## src/hw/irq_event_pkg.sv

```systemverilog
// Shared constants of the DMA completion and threshold interrupt logic.
// Assumes one 100 MHz clock and a synchronous, active-high reset.
//
// What this block does
// Twenty-six interrupt sources in total.
// Transmit completion interrupt holds until acknowledged.
// Transmit enable set and clear per channel.
// Transmit status readable raw and gated.
// DMA pointer write raises transmit interrupt.
// Matching host acknowledge clears transmit interrupt.
// Host write never alters transmit pointer.
// Receive completion interrupt holds until acknowledged.
// Receive enable set and clear per channel.
// Receive status readable raw and gated.
// DMA pointer write raises receive interrupt.
// Matching host acknowledge clears receive interrupt.
// Host write never alters receive pointer.
// Host may acknowledge several packets at once.
// Per-channel threshold interrupt holds while condition.
// Threshold uses receive enables; raw and gated.
// Threshold asserts when free count at most threshold.
// Threshold shares flow-control compare, separate enable.
// Overflow interrupt while any counter MSB set.
// Descriptor error sticky until soft or hard reset.
// Zero bits leave enables; enables are readable.
// Gated output is raw AND enable every cycle.

`default_nettype none

package irq_event_pkg;
  localparam int CHANNELS      = 8;
  localparam int ADDRESS_WIDTH = 32;
  localparam int COUNT_WIDTH   = 16;
  localparam int STAT_COUNTERS = 36;
  localparam int IRQ_SOURCES   = 26;
  localparam int MISC_WIDTH    = 2;
  localparam int MISC_OVERFLOW = 0;
  localparam int MISC_DESC_ERR = 1;
  localparam logic [7:0]  ENABLE_RESET  = 8'h00;
  localparam logic [1:0]  MISC_RESET    = 2'h0;
  localparam logic [31:0] POINTER_RESET = 32'h00000000;
endpackage

`default_nettype wire

```

## src/hw/completion_channel.sv

```systemverilog
// One DMA channel's completion pointer and pending interrupt.
// Assumes the DMA and host writes arrive as single-cycle strobes.

`default_nettype none

module completion_channel #(
  parameter int ADDRESS_WIDTH = irq_event_pkg::ADDRESS_WIDTH
) (
  // Clock and reset
  input  wire logic                     clock,
  input  wire logic                     reset,
  // DMA writes its last descriptor address
  input  wire logic                     dma_write,
  input  wire logic [ADDRESS_WIDTH-1:0] dma_address,
  // Host acknowledge
  input  wire logic                     host_write,
  input  wire logic [ADDRESS_WIDTH-1:0] host_address,
  // State
  output var  logic [ADDRESS_WIDTH-1:0] pointer,
  output var  logic                     pending,
  output logic                          next_pending
);

  logic [ADDRESS_WIDTH-1:0] next_pointer;
  logic                     ack_match;

  // The host value is compared, never stored.
  always_comb begin
    next_pointer = dma_write ? dma_address : pointer;
    ack_match    = host_write && (host_address == pointer);
    next_pending = pending;
    if (ack_match) begin
      next_pending = 1'b0;
    end
    // A new completion wins over an acknowledge in the same cycle.
    if (dma_write) begin
      next_pending = 1'b1;
    end
  end

  always_ff @(posedge clock) begin
    if (reset) begin
      pointer <= ADDRESS_WIDTH'(irq_event_pkg::POINTER_RESET);
      pending <= 1'b0;
    end else begin
      pointer <= next_pointer;
      pending <= next_pending;
    end
  end
endmodule

`default_nettype wire

```

## src/hw/irq_enable_mask.sv

```systemverilog
// Per-bit interrupt enable mask with separate set and clear strobes.
// Assumes set and clear strobes are single-cycle and synchronous.

`default_nettype none

module irq_enable_mask #(
  parameter int WIDTH = irq_event_pkg::CHANNELS
) (
  // Clock and reset
  input  wire logic             clock,
  input  wire logic             reset,
  // Set and clear strobes with their bit patterns
  input  wire logic             set_write,
  input  wire logic [WIDTH-1:0] set_bits,
  input  wire logic             clear_write,
  input  wire logic [WIDTH-1:0] clear_bits,
  // Current and next mask
  output var  logic [WIDTH-1:0] mask,
  output logic      [WIDTH-1:0] next_mask
);

  if (WIDTH < 1 || WIDTH > 8) begin : g_check
    $error("irq_enable_mask: WIDTH must be 1 to 8");
  end

  // A set in the same cycle as a clear of the same bit wins.
  always_comb begin
    next_mask = mask;
    if (clear_write) begin
      next_mask = next_mask & ~clear_bits;
    end
    if (set_write) begin
      next_mask = next_mask | set_bits;
    end
  end

  always_ff @(posedge clock) begin
    if (reset) begin
      mask <= WIDTH'(irq_event_pkg::ENABLE_RESET);
    end else begin
      mask <= next_mask;
    end
  end
endmodule

`default_nettype wire

```

## src/hw/mac_dma_completion_irq_logic.sv

```systemverilog
// Interrupt events of the eight-channel transmit and receive DMA engines.
// Assumes DMA and host strobes are synchronous single-cycle pulses and the
// flow-control counts and statistics MSBs are synchronous levels.

`default_nettype none

module mac_dma_completion_irq_logic #(
  parameter int CHANNELS      = irq_event_pkg::CHANNELS,
  parameter int ADDRESS_WIDTH = irq_event_pkg::ADDRESS_WIDTH,
  parameter int COUNT_WIDTH   = irq_event_pkg::COUNT_WIDTH,
  parameter int STAT_COUNTERS = irq_event_pkg::STAT_COUNTERS,
  localparam int CB           = $clog2(CHANNELS),
  localparam int MW           = irq_event_pkg::MISC_WIDTH
) (
  // Clock and reset
  input  wire logic                            clock,
  input  wire logic                            reset,
  // Transmit DMA completion writes
  input  wire logic                            tx_dma_write,
  input  wire logic [CB-1:0]                   tx_dma_channel,
  input  wire logic [ADDRESS_WIDTH-1:0]        tx_dma_address,
  // Transmit host acknowledge and pointer read
  input  wire logic                            tx_host_write,
  input  wire logic [CB-1:0]                   tx_host_channel,
  input  wire logic [ADDRESS_WIDTH-1:0]        tx_host_address,
  input  wire logic [CB-1:0]                   tx_read_channel,
  // Receive DMA completion writes
  input  wire logic                            rx_dma_write,
  input  wire logic [CB-1:0]                   rx_dma_channel,
  input  wire logic [ADDRESS_WIDTH-1:0]        rx_dma_address,
  // Receive host acknowledge and pointer read
  input  wire logic                            rx_host_write,
  input  wire logic [CB-1:0]                   rx_host_channel,
  input  wire logic [ADDRESS_WIDTH-1:0]        rx_host_address,
  input  wire logic [CB-1:0]                   rx_read_channel,
  // Transmit enable controls
  input  wire logic                            tx_irq_enable_set_write,
  input  wire logic [CHANNELS-1:0]             tx_irq_enable_set,
  input  wire logic                            tx_irq_enable_clear_write,
  input  wire logic [CHANNELS-1:0]             tx_irq_enable_clear,
  // Receive enable controls, shared by completion and threshold
  input  wire logic                            rx_irq_enable_set_write,
  input  wire logic [CHANNELS-1:0]             rx_irq_enable_set,
  input  wire logic                            rx_irq_enable_clear_write,
  input  wire logic [CHANNELS-1:0]             rx_irq_enable_clear,
  // Overflow and descriptor error enable controls
  input  wire logic                            misc_irq_enable_set_write,
  input  wire logic [MW-1:0]                   misc_irq_enable_set,
  input  wire logic                            misc_irq_enable_clear_write,
  input  wire logic [MW-1:0]                   misc_irq_enable_clear,
  // Receive flow-control state
  input  wire logic [CHANNELS*COUNT_WIDTH-1:0] rx_free_buffer_count,
  input  wire logic [CHANNELS*COUNT_WIDTH-1:0] rx_flow_threshold,
  // Statistics and descriptor checks
  input  wire logic [STAT_COUNTERS-1:0]        stat_counter_msb,
  input  wire logic                            descriptor_error_event,
  input  wire logic                            soft_reset,
  // Pointer read data
  output var  logic [ADDRESS_WIDTH-1:0]        tx_completion_pointer,
  output var  logic [ADDRESS_WIDTH-1:0]        rx_completion_pointer,
  // Enable masks as read back
  output var  logic [CHANNELS-1:0]             tx_irq_enable,
  output var  logic [CHANNELS-1:0]             rx_irq_enable,
  output var  logic [MW-1:0]                   misc_irq_enable,
  // Raw status views
  output var  logic [CHANNELS-1:0]             tx_irq_raw_status,
  output var  logic [CHANNELS-1:0]             rx_irq_raw_status,
  output var  logic [CHANNELS-1:0]             rx_low_buffer_raw_status,
  output var  logic [MW-1:0]                   misc_irq_raw_status,
  // Gated interrupt outputs
  output var  logic [CHANNELS-1:0]             tx_done_irq,
  output var  logic [CHANNELS-1:0]             rx_done_irq,
  output var  logic [CHANNELS-1:0]             rx_low_buffer_irq_vector,
  output var  logic                            counter_overflow_irq,
  output var  logic                            descriptor_error_irq
);

  if (CHANNELS < 2 || CHANNELS > 8 || (CHANNELS & (CHANNELS - 1)) != 0)
  begin : g_check_channels
    $error("CHANNELS must be 2, 4 or 8");
  end
  if (ADDRESS_WIDTH < 1 || COUNT_WIDTH < 1 || STAT_COUNTERS < 1)
  begin : g_check_widths
    $error("widths and counter count must be positive");
  end

  if (irq_event_pkg::IRQ_SOURCES != 3 * irq_event_pkg::CHANNELS + MW)
  begin : g_check_sources
    $error("source count does not add up");
  end

  ////////////////////////////////////////////////////////////////////////////
  // Enable masks

  logic [CHANNELS-1:0] next_tx_enable;
  logic [CHANNELS-1:0] next_rx_enable;
  logic [MW-1:0]       next_misc_enable;

  irq_enable_mask #(.WIDTH(CHANNELS)) tx_mask (
    .clock       (clock),
    .reset       (reset),
    .set_write   (tx_irq_enable_set_write),
    .set_bits    (tx_irq_enable_set),
    .clear_write (tx_irq_enable_clear_write),
    .clear_bits  (tx_irq_enable_clear),
    .mask        (tx_irq_enable),
    .next_mask   (next_tx_enable)
  );

  irq_enable_mask #(.WIDTH(CHANNELS)) rx_mask (
    .clock       (clock),
    .reset       (reset),
    .set_write   (rx_irq_enable_set_write),
    .set_bits    (rx_irq_enable_set),
    .clear_write (rx_irq_enable_clear_write),
    .clear_bits  (rx_irq_enable_clear),
    .mask        (rx_irq_enable),
    .next_mask   (next_rx_enable)
  );

  irq_enable_mask #(.WIDTH(MW)) misc_mask (
    .clock       (clock),
    .reset       (reset),
    .set_write   (misc_irq_enable_set_write),
    .set_bits    (misc_irq_enable_set),
    .clear_write (misc_irq_enable_clear_write),
    .clear_bits  (misc_irq_enable_clear),
    .mask        (misc_irq_enable),
    .next_mask   (next_misc_enable)
  );

  ////////////////////////////////////////////////////////////////////////////
  // Completion channels

  logic [CHANNELS-1:0]                    next_tx_pending;
  logic [CHANNELS-1:0]                    next_rx_pending;
  logic [CHANNELS-1:0][ADDRESS_WIDTH-1:0] tx_pointer;
  logic [CHANNELS-1:0][ADDRESS_WIDTH-1:0] rx_pointer;

  // Raw completion status lives in the channel flip-flops themselves.
  for (genvar c = 0; c < CHANNELS; c++) begin : g_channel
    completion_channel #(.ADDRESS_WIDTH(ADDRESS_WIDTH)) tx_channel (
      .clock        (clock),
      .reset        (reset),
      .dma_write    (tx_dma_write && tx_dma_channel == CB'(c)),
      .dma_address  (tx_dma_address),
      .host_write   (tx_host_write && tx_host_channel == CB'(c)),
      .host_address (tx_host_address),
      .pointer      (tx_pointer[c]),
      .pending      (tx_irq_raw_status[c]),
      .next_pending (next_tx_pending[c])
    );

    completion_channel #(.ADDRESS_WIDTH(ADDRESS_WIDTH)) rx_channel (
      .clock        (clock),
      .reset        (reset),
      .dma_write    (rx_dma_write && rx_dma_channel == CB'(c)),
      .dma_address  (rx_dma_address),
      .host_write   (rx_host_write && rx_host_channel == CB'(c)),
      .host_address (rx_host_address),
      .pointer      (rx_pointer[c]),
      .pending      (rx_irq_raw_status[c]),
      .next_pending (next_rx_pending[c])
    );
  end

  ////////////////////////////////////////////////////////////////////////////
  // Threshold, overflow, descriptor error and gating

  logic [CHANNELS-1:0] next_low_raw;
  logic [MW-1:0]       next_misc_raw;
  logic [CHANNELS-1:0] next_tx_done;
  logic [CHANNELS-1:0] next_rx_done;
  logic [CHANNELS-1:0] next_low_irq;
  logic [MW-1:0]       next_misc_irq;

  // The compare is the flow-control one; only the enable differs, so a
  // channel with flow control off still reports running low.
  always_comb begin
    for (int c = 0; c < CHANNELS; c++) begin
      next_low_raw[c] = rx_free_buffer_count[c*COUNT_WIDTH +: COUNT_WIDTH]
                        <= rx_flow_threshold[c*COUNT_WIDTH +: COUNT_WIDTH];
    end
    next_misc_raw = misc_irq_raw_status;
    next_misc_raw[irq_event_pkg::MISC_OVERFLOW] = |stat_counter_msb;
    if (soft_reset) begin
      next_misc_raw[irq_event_pkg::MISC_DESC_ERR] = 1'b0;
    end
    if (descriptor_error_event) begin
      next_misc_raw[irq_event_pkg::MISC_DESC_ERR] = 1'b1;
    end
    next_tx_done  = next_tx_pending & next_tx_enable;
    next_rx_done  = next_rx_pending & next_rx_enable;
    next_low_irq  = next_low_raw & next_rx_enable;
    next_misc_irq = next_misc_raw & next_misc_enable;
  end

  // Twenty-six sources: eight each of three kinds, plus two.
  always_ff @(posedge clock) begin
    if (reset) begin
      rx_low_buffer_raw_status <= '0;
      misc_irq_raw_status      <= irq_event_pkg::MISC_RESET;
      tx_done_irq              <= '0;
      rx_done_irq              <= '0;
      rx_low_buffer_irq_vector <= '0;
      counter_overflow_irq     <= 1'b0;
      descriptor_error_irq     <= 1'b0;
    end else begin
      rx_low_buffer_raw_status <= next_low_raw;
      misc_irq_raw_status      <= next_misc_raw;
      tx_done_irq              <= next_tx_done;
      rx_done_irq              <= next_rx_done;
      rx_low_buffer_irq_vector <= next_low_irq;
      counter_overflow_irq     <= next_misc_irq[irq_event_pkg::MISC_OVERFLOW];
      descriptor_error_irq     <= next_misc_irq[irq_event_pkg::MISC_DESC_ERR];
    end
  end

  ////////////////////////////////////////////////////////////////////////////
  // Completion pointer read port

  logic [ADDRESS_WIDTH-1:0] next_tx_read;
  logic [ADDRESS_WIDTH-1:0] next_rx_read;

  // Reads show the DMA-written value, the one an acknowledge must match.
  always_comb begin
    next_tx_read = tx_pointer[tx_read_channel];
    next_rx_read = rx_pointer[rx_read_channel];
  end

  always_ff @(posedge clock) begin
    if (reset) begin
      tx_completion_pointer <= ADDRESS_WIDTH'(irq_event_pkg::POINTER_RESET);
      rx_completion_pointer <= ADDRESS_WIDTH'(irq_event_pkg::POINTER_RESET);
    end else begin
      tx_completion_pointer <= next_tx_read;
      rx_completion_pointer <= next_rx_read;
    end
  end
endmodule

`default_nettype wire
```

## config.mk

```make
export PLATFORM = sky130hd
export DESIGN_NAME = mac_dma_completion_irq_logic
export DESIGN_NICKNAME = d
export VERILOG_FILES = /design/src/hw/irq_event_pkg.sv /design/src/hw/completion_channel.sv /design/src/hw/irq_enable_mask.sv /design/src/hw/mac_dma_completion_irq_logic.sv
export SDC_FILE = /design/constraint.sdc
export NUM_CORES = 2
export LEC_CHECK = 0
export BUFFER_PORTS_ARGS = -buffer_cell sky130_fd_sc_hd__buf_2
export CORE_ASPECT_RATIO = 0.9
export CORE_MARGIN = 10
export CORE_UTILIZATION = 35
export DETAILED_ROUTE_END_ITERATION = 8
export GPL_ROUTABILITY_DRIVEN = 1
export PLACE_DENSITY_LB_ADDON = 0.25
export SYNTH_ARGS = -nofsm -noshare
export SYNTH_HDL_FRONTEND = slang
export SYNTH_SLANG_ARGS = --single-unit
```

## constraint.sdc

```tcl
create_clock -name clock -period 1.8 [get_ports clock]
set_input_delay 0.27 -clock clock [delete_from_list [all_inputs] [get_ports clock]]
set_output_delay 0.27 -clock clock [all_outputs]
set_load 0.005 [all_outputs]
```

==> tab_implementation.tex <==
\begin{tabular}{lr}
\hline
Metric & Value \\
\hline
\multicolumn{2}{l}{\textbf{Critical path}} \\
Critical Path Start Type & register \\
CP Capture Type & register \\
Critical path's most frequent cell & sky130\_fd\_sc\_hd\_\_buf\_6 \\
Critical Path Fanout Max & 2 \\
Type of the worst setup path & reg -> reg \\
Slack of the worst reg-to-reg path & -0.08 ns \\
Startpoint of the most critical register-to-register path & g\_channel[7].tx\_channel.pointer[15]\$\_SDFFE\_PP0P\_ \\
Largest stage delay, worst path & 0.34 ns \\
CP required & about 2.3 ns \\
Arrival time worst endpoint & between 2 and 2.5 ns \\
Cells along the critical path & xnor2\_2, buf\_4, nand4\_1, buf\_6, nor4\_4, a41o\_1, buf\_6, nor2\_1 \\
Worst path buffer plus inverter count & 3 \\
Critical-path top delay cell & sky130\_fd\_sc\_hd\_\_dfxtp\_2 \\
FF-to-FF End & g\_channel[7].tx\_channel.pending\$\_SDFF\_PP0\_ \\
Crit-path leading delay family & buffers and inverters \\
Number of cell instances on the worst register-to-register path & 8 \\
\multicolumn{2}{l}{\textbf{Yosys}} \\
FF+latch count, synth & 646 \\
Number of enable flip-flop cells after synthesis & 0 \\
Portion of synthesized cell area occupied by the leading cell type & 37.2\% \\
Synth Net Count & just under 5,000 \\
Warnings from Yosys & 0 \\
Syn Std Cell Area & between 0.03 and 0.04 mm\^{}2 \\
Cell taking the most area after synthesis & sky130\_fd\_sc\_hd\_\_dfxtp\_1 \\
Share of synthesized area occupied by flip-flops and latches & between 30 and 40\% \\
Mean instance size in the synthesized netlist & roughly 8.3 um\^{}2 \\
Leading register cell type out of synthesis & sky130\_fd\_sc\_hd\_\_dfxtp\_1 \\
Leading post-synthesis cells by cell area & sky130\_fd\_sc\_hd\_\_dfxtp\_1 37\%, sky130\_fd\_sc\_hd\_\_xnor2\_1 12\%, sky130\_fd\_sc\_hd\_\_nand2\_1 12\%, sky130\_fd\_sc\_hd\_\_a21oi\_1 8.3\%, sky130\_fd\_sc\_hd\_\_mux4\_2 8.3\% \\
Synth Instances & between 4,000 and 5,000 \\
Async set-or-reset flop fraction in the synthesized netlist & 0\% \\
Number of different library cells in the post-synthesis netlist & 36 \\
\multicolumn{2}{l}{\textbf{Floorplanning}} \\
Number of placement rows & roughly 110 \\
Die footprint & around 0.11 mm\^{}2 \\
Core Region & a little under 0.1 mm\^{}2 \\
Number of I/O pins & a little over 600 \\
Die span in y & about 320 um \\
Initial core utilization & a little over a third \\
Die width & 352 um \\
\multicolumn{2}{l}{\textbf{CTS}} \\
Clock Root Buffer & sky130\_fd\_sc\_hd\_\_clkbuf\_16 \\
Cts bufs inserted & between 70 and 80 \\
Clock transition at the registers of the reported paths & $\sim$0.06 ns \\
CTS Buffer Depth & 3 \\
Worst skew pair latency & about 0.7 ns \\
Total clock sinks & between 600 and 700 \\
Number of setup buffers added after CTS & 0 \\
Clock tree from TritonCTS & done \\
Number of H-tree levels & 3 \\
\multicolumn{2}{l}{\textbf{Job}} \\
\# Max-Cap Violations & 0 \\
\multicolumn{2}{l}{\textbf{Drt}} \\
Pre-Repair DR Iteration Count & 6 \\
DRC errors left & 0 \\
Violation count after the first detailed-routing iteration & around 4,400 \\
Per-cell routed wire length & about 26 um \\
Routed via count divided by cell count & about 5.4 \\
Routed WL & around 170,000 um \\
Total vias in the final route & $\sim$35,000 \\
Residual antenna-violating net count after detailed routing & 0 \\
\multicolumn{2}{l}{\textbf{Power}} \\
Sequential Power Share & between 30\% and 40\% \\
Post-layout power & roughly 38 mW \\
Total power density per cell area & between 800 and 900 mW/mm\^{}2 \\
Clk pwr share & 44.0\% \\
Combinational fraction of design power & between 10\% and 20\% \\
Worst VDD drop & around 0.85 mV \\
Switching power share of the total & around 28\% \\
Switching pwr & 10.8 mW \\
Leak Pwr & between 15 and 20 nW \\
Internal power & 27.1 mW \\
\multicolumn{2}{l}{\textbf{Layout}} \\
Non-filler instance count after layout & 6,547 \\
Most common cell after layout, fill and taps aside & sky130\_fd\_sc\_hd\_\_nand2\_1 \\
Final standard cell area without fillers & approximately 0.046 mm\^{}2 \\
Area growth, synth to finish & 33.5\% \\
Most frequent cells in the layout & 1,111 x sky130\_fd\_sc\_hd\_\_nand2\_1, 634 x sky130\_fd\_sc\_hd\_\_dfxtp\_1, 618 x sky130\_fd\_sc\_hd\_\_buf\_2 \\
Final core utilization & 47.2\% \\
Nets@finish & 5,754 \\
Ratio of cells with drive above 1 in the final layout & $\sim$28\% \\
\multicolumn{2}{l}{\textbf{Timing}} \\
Slew headroom & between 50\% and 60\% \\
Worst path setup slack after routing & -0.0776 ns \\
Highest achievable clock rate & between 500 and 600 MHz \\
Final Cycle Share & 104\% \\
Setup repair after global routing missed its margin & yes \\
Finish-stage setup viols & 3 \\
Number of slew-limit violations in the final report & 0 \\
Clock skew & slightly above 0.05 ns \\
Final Hold Vio Count & 0 \\
Transition at the pin with the smallest max-transition slack & between 0.6 and 0.7 ns \\
Setup TNS Final & -0.144 ns \\
Minimum hold slack & $\sim$0.015 ns \\
Min cycle time layout & roughly 1.9 ns \\
\multicolumn{2}{l}{\textbf{Worst hold path}} \\
Hold path startpoint & stat\_counter\_msb[17] \\
WHS Path Cells & 5 \\
Path category of the worst min-delay check & in -> reg \\
Hold-critical path endpoint & misc\_irq\_raw\_status[0]\$\_SDFF\_PP0\_ \\
\multicolumn{2}{l}{\textbf{Placement}} \\
Weighted congestion at the end of routability-driven global placement & 1.04 \\
Input/output buffers & 621 \\
Setup WS pre-CTS & -0.911 ns \\
Number of cells in the design after placement & $\sim$6,300 \\
Dpl cell area & 0.0425 mm\^{}2 \\
Post-DP HPWL & about 130,000 um \\
\multicolumn{2}{l}{\textbf{Outcome}} \\
Status & finished, violations left \\
Violated checks & negative setup slack \\
\multicolumn{2}{l}{\textbf{Global routing}} \\
Global-route wire length before repair & 246,000 um \\
Overall fraction of global-route tracks in use & a little under 30\% \\
Total gr overflow & 0 \\
Via count of the first global-routing pass & 33,500 \\
Initial antenna violation count & 31 \\
Maximum number of pins on one net before global-route repair & 125 \\
\hline
\end{tabular}
==> how the worst max path moves through the flow <==
stage / start / endpoint / slack (ns) / depth (start not counted)
2_1_floorplan: tx_read_channel[0] / tx_completion_pointer[13]$_SDFF_PP0_ / 0.19 / 5
3_3_place_gp: rx_free_buffer_count[105] / rx_low_buffer_irq_vector[6]$_SDFF_PP0_ / -0.87 / 8
3_5_place_dp: rx_free_buffer_count[105] / rx_low_buffer_raw_status[6]$_SDFF_PP0_ / -0.91 / 8
4_1_cts: g_channel[7].tx_channel.pointer[15]$_SDFFE_PP0P_ / g_channel[7].tx_channel.pending$_SDFF_PP0_ / -0.02 / 8
5_1_grt: g_channel[7].tx_channel.pointer[26]$_SDFFE_PP0P_ / g_channel[7].tx_channel.pending$_SDFF_PP0_ / -0.07 / 7
6_report: g_channel[7].tx_channel.pointer[15]$_SDFFE_PP0P_ / g_channel[7].tx_channel.pending$_SDFF_PP0_ / -0.08 / 8
==> state kept, by name (all words and copies together), names as in the netlist, 32 cells and up <==
name,count
rx_completion_pointer,32
tx_completion_pointer,32
g_channel.rx_channel.pointer,256
g_channel.tx_channel.pointer,256
==> per-layer routing <==
metal / GRT usage (%) / part of all wire [%] / up-vias
li1: - / - / 15900
met1: 39.6 / 41 / 16800
met2: 45.1 / 44 / 2040
met3: 7.99 / 12 / 283
met4: 9.76 / 3.4 / 24
met5: 0 / 0.088 / -
==> power by group through the flow <==
stage	sequential (mW)	combinational [mW]	clock, mW
floorplan	15.2	2.85	0
global placement	15.3	5.87	0
detailed placement	15.3	5.89	0
CTS	15.0	6.12	16.8
global route	15.0	6.60	17.3
finish	15.0	6.26	16.6
==> layout make-up <==
type | count | area (um^2)
inverter | 145 | 544
multi-input combinational | 3038 | 20000
fill | 9578 | 51900
antenna | 18 | 45.0
tap | 1332 | 1670
clock inverter | 35 | 589
timing repair buffer | 1233 | 8550
clock buffer | 100 | 2020
sequential | 646 | 12900
==> tightest hold or removal path, cell delays in order <==
cell	delay, ns
sky130_fd_sc_hd__buf_2	0.07
sky130_fd_sc_hd__nor4_1	0.03
sky130_fd_sc_hd__nand2_1	0.11
sky130_fd_sc_hd__nor3_1	0.08
sky130_fd_sc_hd__nor2_1	0.07
==> cells by family after synthesis <==
family / Yosys count / synth area share [%]
DFF: 646 / 37.2
xor gates and xnor gates: 512 / 12.9
adders and majority gates: 128 / 4.61
and+or+nand+nor: 1563 / 19.1
buffers and inverters: 501 / 6.25
muxes: 192 / 10.1
AOI/OAI and AO/OA: 643 / 9.82
==> cell usage after synthesis, types with 10 or more instances <==
| master | count |
|---|---|
| sky130_fd_sc_hd__a21oi_1 | 577 |
| sky130_fd_sc_hd__a22oi_1 | 10 |
| sky130_fd_sc_hd__a41o_1 | 16 |
| sky130_fd_sc_hd__buf_1 | 21 |
| sky130_fd_sc_hd__buf_2 | 173 |
| sky130_fd_sc_hd__buf_4 | 20 |
| sky130_fd_sc_hd__clkbuf_1 | 141 |
| sky130_fd_sc_hd__dfxtp_1 | 646 |
| sky130_fd_sc_hd__ha_1 | 128 |
| sky130_fd_sc_hd__inv_1 | 145 |
| sky130_fd_sc_hd__mux2i_1 | 64 |
| sky130_fd_sc_hd__mux4_2 | 128 |
| sky130_fd_sc_hd__nand2_1 | 1111 |
| sky130_fd_sc_hd__nand2b_1 | 11 |
| sky130_fd_sc_hd__nand3_1 | 27 |
| sky130_fd_sc_hd__nand4_1 | 147 |
| sky130_fd_sc_hd__nor2_1 | 143 |
| sky130_fd_sc_hd__nor2b_1 | 16 |
| sky130_fd_sc_hd__nor3_1 | 33 |
| sky130_fd_sc_hd__nor4_1 | 45 |
| sky130_fd_sc_hd__xnor2_1 | 482 |
| sky130_fd_sc_hd__xor2_1 | 30 |
==> repair_timing <==
action / 4_1_cts / 5_1_grt
pin swaps: 7 / 19
endpoints found under the hold margin: 532 / 0
resized for setup: 27 / 36
endpoints found under the setup margin: 17 / 19
hold buffers: 90 / 0
No activity file was read; power rests on OpenSTA's default activity.
